### src/rtl/cp_port_cfg.svh
// Constants for the core-side coprocessor handshake port.
// Assumes inclusion by the package, the port module, the model and the bench.
`ifndef CP_PORT_CFG_SVH
`define CP_PORT_CFG_SVH
`define HS_ABSENT 2'b10
`define HS_WAIT 2'b00
`define HS_GO 2'b01
`define HS_LAST 2'b11
`define SYSCTL_CP_NUM 4'hf
`define DATA_W 32
`endif

### src/rtl/cp_port_pkg.sv
// Types for the core-side coprocessor handshake port.
// Assumes cp_port_cfg.svh is on the include path.
`include "cp_port_cfg.svh"
package cp_port_pkg;
    typedef logic [1:0] handshake_t;
    typedef enum logic [2:0]
    {
        OP_TO_CP,
        OP_FROM_CP,
        OP_PAIR_TO_CP,
        OP_PAIR_FROM_CP,
        OP_DATA_OP
    } cp_op_e;
endpackage : cp_port_pkg

### src/rtl/coprocessor_handshake_port.sv
// Core-side sequencer for the coprocessor handshake port.
// Assumes the core pipeline offers one instruction at a time on the issue port,
// and that handshake inputs come from coprocessor logic on the same clock.
//
// Operation
// - Handshakes encode ABSENT 10, WAIT 00, GO 01, LAST 11.
// - Advance marks instruction entering Decode; coprocessor answers on decode handshake.
// - Next advance issues to Execute; pass raised, decode handshake sampled if passing.
// - Later Execute cycles sample execute handshake; LAST commits single transfers.
// - Move-to drives write data; move-from samples read data at end of Memory stage.
// - Pair-to drives first word in second Execute, second word in Memory.
// - Pair-from samples read data ending second Execute and first Memory.
// - Unready source data interlocks; coprocessor holds instruction in Decode.
// - Abort in cycle after Execute makes coprocessor discard the instruction.
// - Only the decode handshake at Execute entry counts.
// - Pass drops on interrupt during busy-wait; coprocessor abandons.
// - Move-to system control coprocessor drives data on both address buses on GO.
// - No coprocessor: handshakes tied ABSENT, pass and abort unconnected.
// - Undefined or unaccepted coprocessor instructions take the undefined trap.
// - Abort valid the cycle after first Execute; may assert without instruction.
`timescale 1ns/1ps
`include "cp_port_cfg.svh"
module coprocessor_handshake_port
    import cp_port_pkg::*;
#(
    parameter int DataW = `DATA_W
)
(
    input wire logic clk,
    input wire logic reset_n,
    input wire logic clock_gate_enable,
    input wire logic issueValid,
    input wire cp_port_pkg::cp_op_e issueOp,
    input wire logic [3:0] issueCpNum,
    input wire logic issueCondPass,
    input wire logic issueSrcReady,
    input wire logic [DataW-1:0] issueSrcA,
    input wire logic [DataW-1:0] issueSrcB,
    input wire logic archUndefined,
    input wire logic interruptReq,
    input wire logic abortReq,
    input wire cp_port_pkg::handshake_t decode_handshake,
    input wire cp_port_pkg::handshake_t execute_handshake,
    input wire logic [DataW-1:0] read_data_bus,
    output logic pipeline_advance,
    output logic condition_passed,
    output logic abort_pending_cp,
    output logic [DataW-1:0] write_data_bus,
    output logic [DataW-1:0] fetch_addr_bus,
    output logic [DataW-1:0] operand_addr_bus,
    output logic undefTrap,
    output logic cpBusy,
    output logic resultValid,
    output logic resultPair,
    output logic [DataW-1:0] resultLo,
    output logic [DataW-1:0] resultHi
);
    import cp_port_pkg::*;

    // ------------------------------------------------------------
    // Sequencer state
    // ------------------------------------------------------------
    typedef enum {IDLE, DECODE, EXEC, FINAL, MEM1, MEM2} seq_e;
    seq_e state_q;
    cp_op_e op_q;
    logic [3:0] cpNum_q;
    logic [DataW-1:0] srcA_q;
    logic [DataW-1:0] srcB_q;
    logic [DataW-1:0] rdLo_q;
    logic [DataW-1:0] rdHi_q;
    logic passExec;
    logic isTo;
    logic stepOk;
    logic decRefused_q;

    assign isTo = (op_q == OP_TO_CP) || (op_q == OP_PAIR_TO_CP);
    // Interlock stalls Execute entry until source data is ready
    assign stepOk = clock_gate_enable && (!isTo || issueSrcReady);

    // Advance pulses for Decode entry and Execute issue only
    always_comb
    begin
        pipeline_advance = 1'b0;
        unique case (state_q)
            IDLE: pipeline_advance = clock_gate_enable && issueValid;
            DECODE: pipeline_advance = stepOk;
            EXEC, FINAL, MEM1, MEM2: pipeline_advance = 1'b0;
        endcase
    end

    // Pass stays high through busy-wait, dropped by interrupt
    assign passExec = (state_q == EXEC) && issueCondPass && !interruptReq;
    assign condition_passed = passExec;

    // Main sequencing
    always_ff @(posedge clk or negedge reset_n)
    begin
        if (!reset_n)
        begin
            state_q <= IDLE;
        end
        else
        begin
            unique case (state_q)
                IDLE: if (clock_gate_enable && issueValid) state_q <= DECODE;
                DECODE: if (stepOk) state_q <= EXEC;
                EXEC:
                begin
                    // A refused or cancelled instruction leaves without further handshakes
                    if (!passExec || abortReq || decRefused_q)
                        state_q <= IDLE;
                    // Only Execute handshake counts here; earlier decode answers ignored
                    else if (execute_handshake == `HS_ABSENT)
                        state_q <= IDLE;
                    else if (execute_handshake == `HS_LAST)
                        state_q <= (op_q == OP_PAIR_TO_CP || op_q == OP_PAIR_FROM_CP)
                            ? FINAL : (op_q == OP_DATA_OP ? IDLE : MEM1);
                end
                FINAL: state_q <= MEM1;
                MEM1: state_q <= (op_q == OP_PAIR_TO_CP || op_q == OP_PAIR_FROM_CP)
                    ? MEM2 : IDLE;
                MEM2: state_q <= IDLE;
            endcase
        end
    end

    // Capture opcode and coprocessor number at Decode entry, source data at Execute entry
    always_ff @(posedge clk or negedge reset_n)
    begin
        if (!reset_n)
        begin
            op_q <= OP_DATA_OP;
            cpNum_q <= 4'h0;
            srcA_q <= '0;
            srcB_q <= '0;
        end
        else if (state_q == IDLE && clock_gate_enable && issueValid)
        begin
            op_q <= issueOp;
            cpNum_q <= issueCpNum;
        end
        else if (state_q == DECODE && stepOk)
        begin
            srcA_q <= issueSrcA;
            srcB_q <= issueSrcB;
        end
    end

    // Decode refusal is kept so the trap is taken once, not again in Execute
    always_ff @(posedge clk or negedge reset_n)
    begin
        if (!reset_n)
            decRefused_q <= 1'b0;
        else if (state_q == DECODE && stepOk)
            decRefused_q <= (decode_handshake == `HS_ABSENT);
    end

    // Write data: single word in MEM1 after commit, pair in FINAL then MEM1
    always_comb
    begin
        write_data_bus = '0;
        if (op_q == OP_TO_CP && state_q == MEM1)
            write_data_bus = srcA_q;
        else if (op_q == OP_PAIR_TO_CP && state_q == FINAL)
            write_data_bus = srcA_q;
        else if (op_q == OP_PAIR_TO_CP && state_q == MEM1)
            write_data_bus = srcB_q;
    end

    // System control coprocessor takes data over the address buses on GO
    always_comb
    begin
        fetch_addr_bus = '0;
        operand_addr_bus = '0;
        if (passExec && op_q == OP_TO_CP && cpNum_q == `SYSCTL_CP_NUM
            && execute_handshake == `HS_GO)
        begin
            fetch_addr_bus = srcA_q;
            operand_addr_bus = srcA_q;
        end
    end

    // Read data capture at end of Memory / second Execute
    always_ff @(posedge clk or negedge reset_n)
    begin
        if (!reset_n)
        begin
            rdLo_q <= '0;
            rdHi_q <= '0;
        end
        else if (op_q == OP_FROM_CP && state_q == MEM1)
            rdLo_q <= read_data_bus;
        else if (op_q == OP_PAIR_FROM_CP && state_q == FINAL)
            rdLo_q <= read_data_bus;
        else if (op_q == OP_PAIR_FROM_CP && state_q == MEM1)
            rdHi_q <= read_data_bus;
    end

    // Register writeback: single move-from at the MEM1 sample, pair one cycle after the last sample
    always_ff @(posedge clk or negedge reset_n)
    begin
        if (!reset_n)
        begin
            resultValid <= 1'b0;
            resultPair <= 1'b0;
            resultLo <= '0;
            resultHi <= '0;
        end
        else
        begin
            resultValid <= (state_q == MEM1 && op_q == OP_FROM_CP)
                || (state_q == MEM2 && op_q == OP_PAIR_FROM_CP);
            resultPair <= (state_q == MEM2 && op_q == OP_PAIR_FROM_CP);
            // Single move-from takes the bus word directly; the sample register lags a cycle
            resultLo <= (state_q == MEM1 && op_q == OP_FROM_CP)
                ? read_data_bus : rdLo_q;
            resultHi <= rdHi_q;
        end
    end

    // Abort is registered so it lands in the cycle after first Execute
    always_ff @(posedge clk or negedge reset_n)
    begin
        if (!reset_n)
            abort_pending_cp <= 1'b0;
        else
            abort_pending_cp <= abortReq;
    end

    // Undefined trap: ABSENT at Execute entry or in busy-wait, or undefined opcode
    always_ff @(posedge clk or negedge reset_n)
    begin
        if (!reset_n)
            undefTrap <= 1'b0;
        else
            undefTrap <= (state_q == DECODE && stepOk && issueCondPass
                    && decode_handshake == `HS_ABSENT)
                || (passExec && !decRefused_q && execute_handshake == `HS_ABSENT)
                || (state_q == IDLE && issueValid && archUndefined);
    end

    assign cpBusy = (state_q != IDLE);

    // ------------------------------------------------------------
    // Checks
    // ------------------------------------------------------------
    AST_PASS_ONLY_EXEC: assert property (@(posedge clk) disable iff (!reset_n)
        condition_passed |-> state_q == EXEC)
        else $error("pass outside Execute");
    AST_IRQ_DROPS_PASS: assert property (@(posedge clk) disable iff (!reset_n)
        interruptReq |-> !condition_passed)
        else $error("pass high during interrupt");
    AST_ABORT_LATE: assert property (@(posedge clk) disable iff (!reset_n)
        abortReq |=> abort_pending_cp)
        else $error("abort not registered");
    AST_PAIR_WDATA: assert property (@(posedge clk) disable iff (!reset_n)
        (state_q == FINAL && op_q == OP_PAIR_TO_CP) |-> write_data_bus == srcA_q
        ##1 write_data_bus == srcB_q)
        else $error("pair write order wrong");
    AST_PAIR_RESULT: assert property (@(posedge clk) disable iff (!reset_n)
        (state_q == MEM2 && op_q == OP_PAIR_FROM_CP) |=> resultValid && resultPair)
        else $error("pair result missing");
    AST_INTERLOCK: assert property (@(posedge clk) disable iff (!reset_n)
        (state_q == DECODE && isTo && !issueSrcReady) |=> state_q == DECODE)
        else $error("interlock ignored");
    AST_SYSCTL_ADDR: assert property (@(posedge clk) disable iff (!reset_n)
        (fetch_addr_bus != '0) |-> execute_handshake == `HS_GO && cpNum_q == `SYSCTL_CP_NUM)
        else $error("address bus data without GO");
    AST_LAST_COMMIT: assert property (@(posedge clk) disable iff (!reset_n)
        (passExec && !abortReq && !decRefused_q && op_q == OP_FROM_CP
            && execute_handshake == `HS_LAST)
        |=> ##1 resultValid)
        else $error("move-from not committed");
    AST_ADV_GATED: assert property (@(posedge clk) disable iff (!reset_n)
        pipeline_advance |-> clock_gate_enable)
        else $error("advance without enable");
endmodule : coprocessor_handshake_port

### config.mk
export PLATFORM = sky130hd
export DESIGN_NAME = coprocessor_handshake_port
export DESIGN_NICKNAME = d
export VERILOG_FILES = /design/src/rtl/cp_port_pkg.sv /design/src/rtl/coprocessor_handshake_port.sv
export VERILOG_INCLUDE_DIRS = /design/src /design/src/rtl
export SDC_FILE = /design/constraint.sdc
export NUM_CORES = 1
export LEC_CHECK = 0
export ABC_AREA = 1
export BUFFER_PORTS_ARGS = -buffer_cell sky130_fd_sc_hd__buf_2
export CORE_UTILIZATION = 40
export CTS_CLUSTER_DIAMETER = 200
export DETAILED_ROUTE_END_ITERATION = 8
export HOLD_SLACK_MARGIN = 0.08
export PLACE_DENSITY_LB_ADDON = 0.25
export RECOVER_POWER = 50
export SLEW_MARGIN = 20
export SYNTH_ARGS = -nofsm -noshare
export SYNTH_HDL_FRONTEND = slang
export SYNTH_SLANG_ARGS = --single-unit
### constraint.sdc
create_clock -name clk -period 3.7 [get_ports clk]
set_input_delay 0.37 -clock clk [delete_from_list [all_inputs] [get_ports clk]]
set_output_delay 0.37 -clock clk [all_outputs]
set_load 0.1 [all_outputs]
; ---- After elaboration in Yosys (flattened, before gate mapping)
; Cells that the tools add are included.
[word_totals]
reg_bits = 236
inputBits = 116
output_inout_bits = 167
elab_cells = 100
[op_classes]
eq_ne = 22
n_mux = 17
bitwise = 3
n_reduce_logical = 44
[ops]
columns = op, count
row1 = 32-bit 2-to-1 mux, 12
row2 = 32-bit case mux with 6 select lines, 1
row3 = 32-bit by 3-bit equality test with 1-bit output (second input constant), 4
row4 = 32-bit by 2-bit equality test with 1-bit output (second input constant), 3
row5 = 32-bit by 4-bit equality test with 1-bit output (second input constant), 2
row6 = 32-bit logical NOT, 2
row7 = 32-bit by 1-bit equality test with 1-bit output (second input constant), 1
row8 = 32-bit nonzero test, 1
row9 = 1-bit logical AND, 23
row10 = 3-bit 2-to-1 mux, 3
row11 = 1-bit logical OR, 8
row12 = 2-bit equality test (second input constant), 3
row13 = 3-bit by 2-bit equality test with 1-bit output (second input constant), 2
row14 = 3-bit AND reduction, 2
row15 = 4-bit equality test (second input constant), 1
row16 = 1-bit logical NOT, 4
row17 = 2-bit inequality test (second input constant), 2
row18 = 4-bit inequality test (second input constant), 1
row19 = 4-bit OR reduction, 1
row20 = 3-bit by 1-bit equality test with 1-bit output (second input constant), 1
row21 = 3-bit equality test (second input constant), 1
row22 = 3-bit logical NOT, 1
row23 = 1-bit inverter, 3
row24 = 1-bit case mux with 3 select lines, 1
row25 = 3 further kinds, 3

; ---- Depth between registers and ports, before layout
; Gate-level depths: netlist of run 1.
[depth]
ltp_word = 10
mapped_depth = 9
ltp_nobuf = 8

; ---- Worst setup path after synthesis of run 1
; Ideal clock, no wire load.
[synth_path]
kind = register to output
from = reg state_q[0]
to = out operand_addr_bus[10]
arrival_time_ns = 4.440
required_time_ns = 3.330
slack_ns = -1.110
stages_incl_launch_ff = 8
path_buffers = 2
cell_sequence = dfrtp_1 > inv_2 > nand3_1 > nor2_1 > nand3_1 > clkbuf_1 > nor2_1 > buf_4
[synth_between]
elab_chain_cells = 7
[synth_lines]
columns = item, line
row1 = from (decl), coprocessor_handshake_port.sv:64  ; seq_e state_q;
row2 = from (signal assigned), coprocessor_handshake_port.sv:116  ; state_q <= (op_q == OP_PAIR_TO_CP || op_q == OP_PAIR_FROM_CP)
row3 = from (signal assigned), coprocessor_handshake_port.sv:120  ; MEM1: state_q <= (op_q == OP_PAIR_TO_CP || op_q == OP_PAIR_FROM_CP)
row4 = 32-bit by 3-bit equality test with 1-bit output, coprocessor_handshake_port.sv:92  ; assign passExec = (state_q == EXEC) && issueCondPass && !interruptReq;
row5 = 1-bit logical AND (2 in series), coprocessor_handshake_port.sv:92
row6 = net condition_passed, coprocessor_handshake_port.sv:46  ; output logic condition_passed,
row7 = 1-bit logical AND, coprocessor_handshake_port.sv:175  ; if (passExec && op_q == OP_TO_CP && cpNum_q == `SYSCTL_CP_NUM
row8 = 1-bit logical AND (no line) (2 in series), -
row9 = 32-bit 2-to-1 mux, -
row10 = to (decl), coprocessor_handshake_port.sv:50  ; output logic [DataW-1:0] operand_addr_bus,
; The timed path passes the listed nets, and every way through them passes these cells.

; ---- Final worst setup path of run 1
[layout_path]
from = reg state_q[0]
to = out operand_addr_bus[2]
[layout_between]
elab_chain_cells = 7
[layout_lines]
columns = item, line
row1 = 32-bit by 3-bit equality test with 1-bit output, coprocessor_handshake_port.sv:92
row2 = 1-bit logical AND (2 in series), coprocessor_handshake_port.sv:92
row3 = 1-bit logical AND, coprocessor_handshake_port.sv:175
row4 = 1-bit logical AND (no line) (2 in series), -
row5 = 32-bit 2-to-1 mux, coprocessor_handshake_port.sv:175
; Every way passes these cells.

==> flow_metrics.tcl, run 1 <==
set metrics [dict create \
    clk_latency_ps 500 \
    fin_crit_sh 0.773 \
    synth-edff-count 0 \
    dp_hpwl_mm 14.7 \
    layout-drive-gt1-share 0.237 \
    hold_class "input port to register" \
    cts_root_buf "clkbuf_16" \
    cp_cell_sequence "inv_2 > nand3_1 > nor2_4 > nand3_2 > buf_4 > nor2_2 > buf_2" \
    crit_type "register to primary output" \
    wire_per_inst_um 14.3 \
    chipHeight_um 147 \
    grt_max_degree 100 \
    max-vdd-ir-drop_mv 0.541 \
    path_buf_inv 3 \
    clk_pin_slew_worst_paths_ps 60 \
    rsz0062_at_grt "false" \
    layout_common_cells "nand2_1 (345), dfrtp_1 (206), buf_2 (181)" \
    startpoint "state_q[0]" \
    yosysSeqAreaShare 0.613 \
    cts_buffers 23 \
    ys_warn_count 0 \
    total_power_w 0.00932 \
    worstMarginPinSlew_ps 2190 \
    clock_skew_ps 9.58 \
    syn_to_final_growth_pct 39.8 \
    antenna_found_initial 1 \
    num_rows 52 \
    hold_viol_final 0 \
    setup_viol 0 \
    route.met3.wl_mm 1.69 \
    worstSetupEndpoint "operand_addr_bus[2]" \
    drt-initial-drc-count 279 \
    avgSynthCellArea_um2 8.81 \
    diodes 0 \
    status "finished with violations" \
    first_global_vias 7250 \
    final_nets 1387 \
    wl_met2_mm 11.2 \
    synth_ff_type "dfrtp_1" \
    layoutNonFillerInstCount 1556 \
    crit_path_top_delay_cell "buf_2" \
    r2r_end "rdLo_q[0]" \
    clock_sinks 207 \
    ant_nets 0 \
    final_common_cell "nand2_1" \
    max_freq_ghz 0.350 \
    required_ps 3330 \
    clockBufferDepth 3 \
    drc_errors 0 \
    synth_nets 1075 \
    p_leak_nw 6.05 \
    arrival_ps 2490 \
    place_inst 1442 \
    portBuffers 282 \
    die_area_mm2 0.0217 \
    netlist_area_mm2 0.00845 \
    critPathMaxFanout 32 \
    die_w_um 147 \
    ios 283 \
    drt-met1-wl_mm 9.03 \
    start_kind "register" \
    drv_cap 1 \
    crit_family "buffers and inverters" \
    cp.depth 7 \
    slowest_delay_ps 460 \
    synthCells 959 \
    max_slew_margin -0.460 \
    r2r_setup_slack_ps 1420 \
    synth_cell_types 20 \
    coreArea_mm2 0.0205 \
    globalRouteOverflowTotal 0 \
    endpoint_kind "primary output" \
    maxSlewViolCount 91 \
    routed_wirelength_mm 22.3 \
    cts_tree "done" \
    first_pass_iters 4 \
    reg2reg_depth 7 \
    synth_seq_cells 207 \
    r2r_start "state_q[1]" \
    gp_congestion 0.858 \
    top_layer_used "met5" \
    grtUsageTotal 0.209 \
    grt_pass1_wl_mm 36.3 \
    finalCriticalPeriod_ps 2860 \
    initial_core_util 0.412 \
    viasPerCell 4.66 \
    vias 7258 \
    power.density_mw_per_mm2 789 \
    postCtsSetupBuffers 0 \
    synth-async-reset-ratio 1.00 \
    violations "max-capacitance violations, max-slew violations" \
    htreeDepth 1 \
    setup_tns_ps 0 \
]
==> tightest hold or removal path: stages <==
cell	delay, ps
buf_2	80
nand2_1	50
nand2_1	60
==> final cells by class <==
cell class,count,area (um^2)
fill,1846,8680
sequential,207,5180
timing repair buffer,366,2640
multi-input combinational,589,2630
clock buffer,34,677
tap,270,338
inverter,84,315
clock inverter,6,45.0
==> per-layer routing <==
metal | GRT usage | vias to the layer above
met5 | 0 | -
met4 | 0.0562 | 2
li1 | - | 3579
met1 | 0.254 | 3384
met2 | 0.367 | 259
met3 | 0.0522 | 34
==> state kept, by name (all words and copies together) (netlist names) <==
| register | cells |
|---|---|
| rdLo_q | 32 |
| undefTrap | 1 |
| srcA_q | 32 |
| decRefused_q | 1 |
| resultHi | 32 |
| state_q | 3 |
| cpNum_q | 4 |
| resultLo | 32 |
| op_q | 3 |
| resultPair | 1 |
| abort_pending_cp | 1 |
| srcB_q | 32 |
| rdHi_q | 32 |
| resultValid | 1 |
==> through the flow <==
step	area, um^2	utilization	setup slack [ps]	hold WS, ps
3_3_place_gp	10400	0.510	1360	360
3_5_place_dp	10400	0.510	1350	362
2_1_floorplan	8530	-	38.4	74.4
5_1_grt	11800	0.577	635	87.7
4_1_cts	11900	0.581	800	80.3
6_report	11800	0.577	841	91.1
==> power breakdown <==
group,switching [W],total [W],internal (W)
Sequential,0.000440,0.00358,0.00314
Combinational,0.00291,0.00360,0.000686
Clock,0.000882,0.00215,0.00127
Total,0.00423,0.00932,0.00509
==> cells in the mapped netlist, types with 4 or more instances <==
master    number  share of area
a21oi_1        5         0.0030
buf_2         12         0.0071
buf_4         33          0.029
clkbuf_1      34          0.015
dfrtp_1      206           0.61
inv_1         80          0.036
inv_2          4         0.0018
mux2_2         4         0.0053
nand2_1      346           0.15
nand3_1       71          0.042
nand4_1        7         0.0052
nor2_1        49          0.022
o21ai_0      101          0.060
==> logic make-up (layout without fill, tap and decap cells) <==
kind of cell           count (synthesis)  in the layout  synth area share
muxes                                  4              4           0.00533
DFF                                  207            207             0.613
and+or+nand+nor                      479            479             0.230
AOI/OAI and AO/OA                    106            106            0.0628
buffers and inverters                163            490            0.0888
==> what timing repair did <==
action / 4_1_cts / 5_1_grt
hold endpoints to repair: 162 / 0
hold buffers: 74 / 0
gates resized for setup: 0 / 0
==> how the worst min path moves through the flow <==
stage	to	from	slack [ps]	depth (start not counted)
after floorplan	abort_pending_cp	reset_n	70	0
after global placement	resultHi[2]	rdHi_q[2]	360	0
after detailed placement	resultHi[27]	rdHi_q[27]	360	0
after CTS	cpNum_q[0]	issueCpNum[0]	80	2
after global routing	srcA_q[13]	issueSrcA[13]	90	3
final	srcB_q[11]	issueSrcB[11]	90	3
(Power assumes the default switching activity.)
==> inputs of run 2 (changes only) <==
- clock period: 3.7 -> 3 ns (I/O delays scaled with it)
==> run 2 against run 1 <==
  * The flow now finishes without violations
  * Clock skew is 5.8 ps higher
  * Combinational power is 29% higher
  * Flip-flop and latch count stayed put
  * Critical endpoint is now fetch_addr_bus[4]
  * Largest cell class unchanged
==> flow_metrics.tcl, run 2 (synthesized netlist as in run 1, its figures left out) <==
set metrics [dict create \
    total_power_w 0.0117 \
    routed_wirelength_mm 22.7 \
    ios 283 \
    coreArea_mm2 0.0205 \
    portBuffers 282 \
    endpoint_kind "primary output" \
    dp_slack_ps 558 \
    wire_per_inst_um 14.2 \
    utilization 0.613 \
    r2r_start "op_q[2]" \
    ant_nets 0 \
    clockBufferDepth 3 \
    grt_pass1_wl_mm 36.2 \
    chipHeight_um 147 \
    crit_type "register to primary output" \
    slowest_delay_ps 510 \
    clk_pin_slew_worst_paths_ps 60 \
    crit_family "simple AND/OR/NAND/NOR gates" \
    initial_core_util 0.412 \
    nFillCells 1706 \
    final_nets 1424 \
    arrival_ps 2540 \
    max-vdd-ir-drop_mv 0.755 \
    p_leak_nw 6.21 \
    antenna_found_initial 0 \
    diodes 0 \
    path_buf_inv 2 \
    cts_buffers 23 \
    layout_common_cells "nand2_1 (345), dfrtp_1 (206), buf_2 (138)" \
    start_kind "register" \
    status "finished, final reports clean" \
    cp.depth 5 \
    r2r_end "undefTrap" \
    htreeDepth 1 \
    grt_max_degree 100 \
    cp_cell_sequence "nor3_1 > nand3_4 > buf_6 > nor2_4 > buf_2" \
    viasPerCell 4.67 \
    setup_viol 0 \
    clock_sinks 207 \
    max_slew_margin 0.0356 \
    startpoint "op_q[0]" \
    grtUsageTotal 0.206 \
    fin_crit_sh 0.945 \
    clk_latency_ps 510 \
    die_w_um 147 \
    drv_cap 0 \
    worstSetupEndpoint "fetch_addr_bus[4]" \
    worstMarginPinSlew_ps 1450 \
    layout_setup_ws_ps 164 \
    hold_viol_final 0 \
    first_pass_iters 5 \
    r2r_setup_slack_ps 720 \
    critPathMaxFanout 32 \
    layout-drive-gt1-share 0.251 \
    cts_tree "done" \
    postCtsSetupBuffers 0 \
    crit_path_top_delay_cell "nor3_1" \
    reg2reg_depth 8 \
    first_global_vias 7326 \
    die_area_mm2 0.0217 \
    vias 7439 \
    clock_skew_ps 15.4 \
    gp_congestion 0.802 \
    final_common_cell "nand2_1" \
    finalCriticalPeriod_ps 2840 \
    hold_class "input port to register" \
    num_rows 52 \
    drt-initial-drc-count 350 \
    dp_hpwl_mm 14.1 \
    rsz0062_at_grt "false" \
    required_ps 2700 \
    power.density_mw_per_mm2 935 \
    maxSlewViolCount 0 \
    syn_to_final_growth_pct 48.6 \
    cts_root_buf "clkbuf_16" \
    globalRouteOverflowTotal 0 \
    max_freq_ghz 0.353 \
    drc_errors 0 \
]
-- run 2: cell types whose count changed in the layout (fill, tap and decap cells not counted), moves of 2 or more --
cell	change
dlygate4sd3_1	+35
nor2_4	+30
clkinv_2	+4
clkbuf_4	+63
clkinv_4	+2
nor2_1	-2
clkbuf_1	-22
buf_2	-43
clkbuf_8	-3
buf_12	+2
nor2_2	-28
-- run 2: layer usage --
layer / routed length [um] / up-vias / track usage
met5: 0 / - / 0
met4: 376 / 0 / 0.0505
met3: 1900 / 40 / 0.0568
met2: 10900 / 254 / 0.348
met1: 9520 / 3487 / 0.263
li1: - / 3658 / -
-- run 2: layout make-up --
type	count	area (um^2)	share of cell area
sequential	207	5180	0.412
timing repair buffer	403	3210	0.256
multi-input combinational	589	2780	0.222
clock buffer	29	628	0.0500
tap	270	338	0.0269
inverter	84	315	0.0251
clock inverter	12	104	0.00827
-- run 2: power breakdown --
| part | total (W) | switching, W | leakage [nW] | internal, W |
|---|---|---|---|---|
| clock | 0.00271 | 0.00113 | 0.355 | 0.00158 |
| combinational | 0.00465 | 0.00371 | 3.59 | 0.000943 |
| sequential | 0.00438 | 0.000513 | 2.26 | 0.00387 |
-- run 2: what timing repair did --
action,CTS,global route
hold buffers,109,0
gates resized for setup,0,63
endpoints found under the hold margin,218,0
endpoints found under the setup margin,0,64
-- run 2: worst min-delay path by stage --
| stage | startpoint | endpoint | slack, ps | cells after the start |
|---|---|---|---|---|
| floorplan | reset_n | abort_pending_cp | 4 | 0 |
| global placement | reset_n | srcA_q[12] | 300 | 1 |
| detailed placement | reset_n | srcA_q[12] | 300 | 1 |
| CTS | decode_handshake[0] | decRefused_q | 80 | 4 |
| global route | decode_handshake[0] | decRefused_q | 160 | 4 |
| finish | decode_handshake[0] | decRefused_q | 90 | 4 |
-- run 2: through the flow --
stage	hold slack, ps	instance area (um^2)	TNS [ps]	std cells
after floorplan	4.41	8820	-281	959
after global placement	300	10700	0	1444
after detailed placement	300	10700	0	1444
after CTS	81.1	12500	0	1594
after global routing	164	12600	0	1594
final	93.0	12600	0	1594
-- run 2: worst register-to-register path: stages (launching register included) --
cell and delay [ps]:
dfstp_2 550, inv_1 90, nand2_1 100, o21ai_0 160, nor2_4 170, buf_12 330
nand4_1 140, nand3_1 100, dlygate4sd3_1 550
==> inputs of run 3 (changes only) <==
- CORE_UTILIZATION: 40 -> 50
- RECOVER_POWER: 50 -> 100
- SKIP_CTS_REPAIR_TIMING: not set -> 1
==> run 3 against run 2 <==
  * The run now ends with max-capacitance violations, max-slew violations left
  * Critical path depth up 2
  * Highest routed layer unchanged
  * Sequential share of layout area up 1.8 points
  * Combinational power shrank 1%
  * Largest cell class unchanged
  * Clock-buffer cell count rose by 2
  * Worst setup slack gained 39 ps
  * Clock power barely moved
==> flow_metrics.tcl, run 3 (synthesized netlist as in run 1, its figures left out) <==
set metrics [dict create \
    status "finished with violations" \
    violations "max-capacitance violations, max-slew violations" \
    vias 7551 \
    grt_pass1_wl_mm 33.7 \
    endpoint_kind "primary output" \
    cts_tree "done" \
    hold_class "input port to register" \
    p_leak_nw 6.06 \
    antenna_found_initial 0 \
    chipHeight_um 132 \
    wire_per_inst_um 15.1 \
    crit_type "register to primary output" \
    drv_cap 1 \
    critPathMaxFanout 32 \
    first_pass_iters 6 \
    required_ps 2700 \
    max-vdd-ir-drop_mv 1.03 \
    viasPerCell 4.93 \
    dp_slack_ps 803 \
    routed_wirelength_mm 23.1 \
    ios 283 \
    dp_hpwl_mm 14.0 \
    diodes 0 \
    final_nets 1412 \
    worstMarginPinSlew_ps 1710 \
    final_area_mm2 0.0120 \
    fin_crit_sh 0.932 \
    grtUsageTotal 0.240 \
    grt_max_degree 100 \
    nFillCells 1205 \
    portBuffers 282 \
    clk_pin_slew_worst_paths_ps 60 \
    finalCriticalPeriod_ps 2800 \
    die_w_um 132 \
    coreArea_mm2 0.0165 \
    arrival_ps 2500 \
    drc_errors 0 \
    num_rows 47 \
    clock_sinks 207 \
    drt-initial-drc-count 400 \
    start_kind "register" \
    htreeDepth 1 \
    total_power_w 0.0117 \
    gp_congestion 0.863 \
    layout_common_cells "nand2_1 (346), dfrtp_1 (206), buf_2 (113)" \
    max_slew_margin -0.139 \
    place_area_mm2 0.0106 \
    max_freq_ghz 0.358 \
    first_global_vias 6849 \
    ant_nets 0 \
    clockBufferDepth 3 \
    layout-drive-gt1-share 0.232 \
    die_area_mm2 0.0174 \
    layout_setup_ws_ps 204 \
    syn_to_final_growth_pct 42.3 \
    hold_slack_ps 47.3 \
    clk_latency_ps 490 \
    hold_viol_final 0 \
    rsz0062_at_grt "false" \
    globalRouteOverflowTotal 0 \
    maxSlewViolCount 67 \
    power.density_mw_per_mm2 972 \
    cts_root_buf "clkbuf_16" \
    setup_viol 0 \
    clock_skew_ps 9.97 \
    initial_core_util 0.511 \
    final_common_cell "nand2_1" \
    cts_buffers 22 \
]
-- run 3: cell types whose count changed in the layout (fill, tap and decap cells not counted), moves of 2 or more --
cell / delta
clkbuf_1: +24
clkinv_4: -2
buf_4: -2
clkbuf_8: +2
clkbuf_2: +66
buf_2: -25
clkbuf_4: -49
dlygate4sd3_1: -12
buf_12: -12
-- run 3: power breakdown --
group          internal [W]  switching, W
registers           0.00387      0.000523
logic              0.000864       0.00374
clock network       0.00161       0.00108
-- run 3: path summary, 6_finish.rpt --
kind / startpoint / endpoint / slack [ps] / depth (start not counted)
max in group asynchronous: reset_n / op_q[2] / 1010 / 3
worst min register to register: rdHi_q[7] / resultHi[7] / 370 / 0
worst max-delay path: state_q[0] / operand_addr_bus[1] / 200 / 7
worst max register to register: state_q[1] / resultLo[0] / 310 / 5
min in group asynchronous: reset_n / srcA_q[3] / 800 / 2
worst min-delay path: issueSrcA[18] / srcA_q[18] / 50 / 3
-- run 3: through the flow --
stage	utilization	instances	TNS, ps
2_1_floorplan	-	959	-281
3_3_place_gp	0.643	1395	0
3_5_place_dp	0.643	1395	0
4_1_cts	0.687	1435	0
5_1_grt	0.728	1532	0
6_report	0.728	1532	0
-- run 3: cell type report --
type	count	area, um^2	area share
Clock inverter	9	78.8	0.00656
Multi-Input combinational cell	589	2770	0.230
Timing Repair Buffer	392	2750	0.229
Sequential cell	207	5180	0.431
Inverter	84	315	0.0262
Clock buffer	31	656	0.0545
Tap cell	220	275	0.0229
-- run 3: worst max-delay path, stage by stage (launching register included) --
cell      delay [ps]
dfrtp_1          460
inv_2            100
nand3_1          170
nor2_4           230
nand3_4          100
buf_12           220
nor2_4           180
clkbuf_2         490
-- run 3: metal layers --
layer / up-vias / routed length, um / GRT usage
met3: 49 / 1480 / 0.0546
met5: - / 0 / 0
met4: 0 / 666 / 0.0652
li1: 3644 / - / -
met2: 286 / 11900 / 0.424
met1: 3572 / 9090 / 0.296
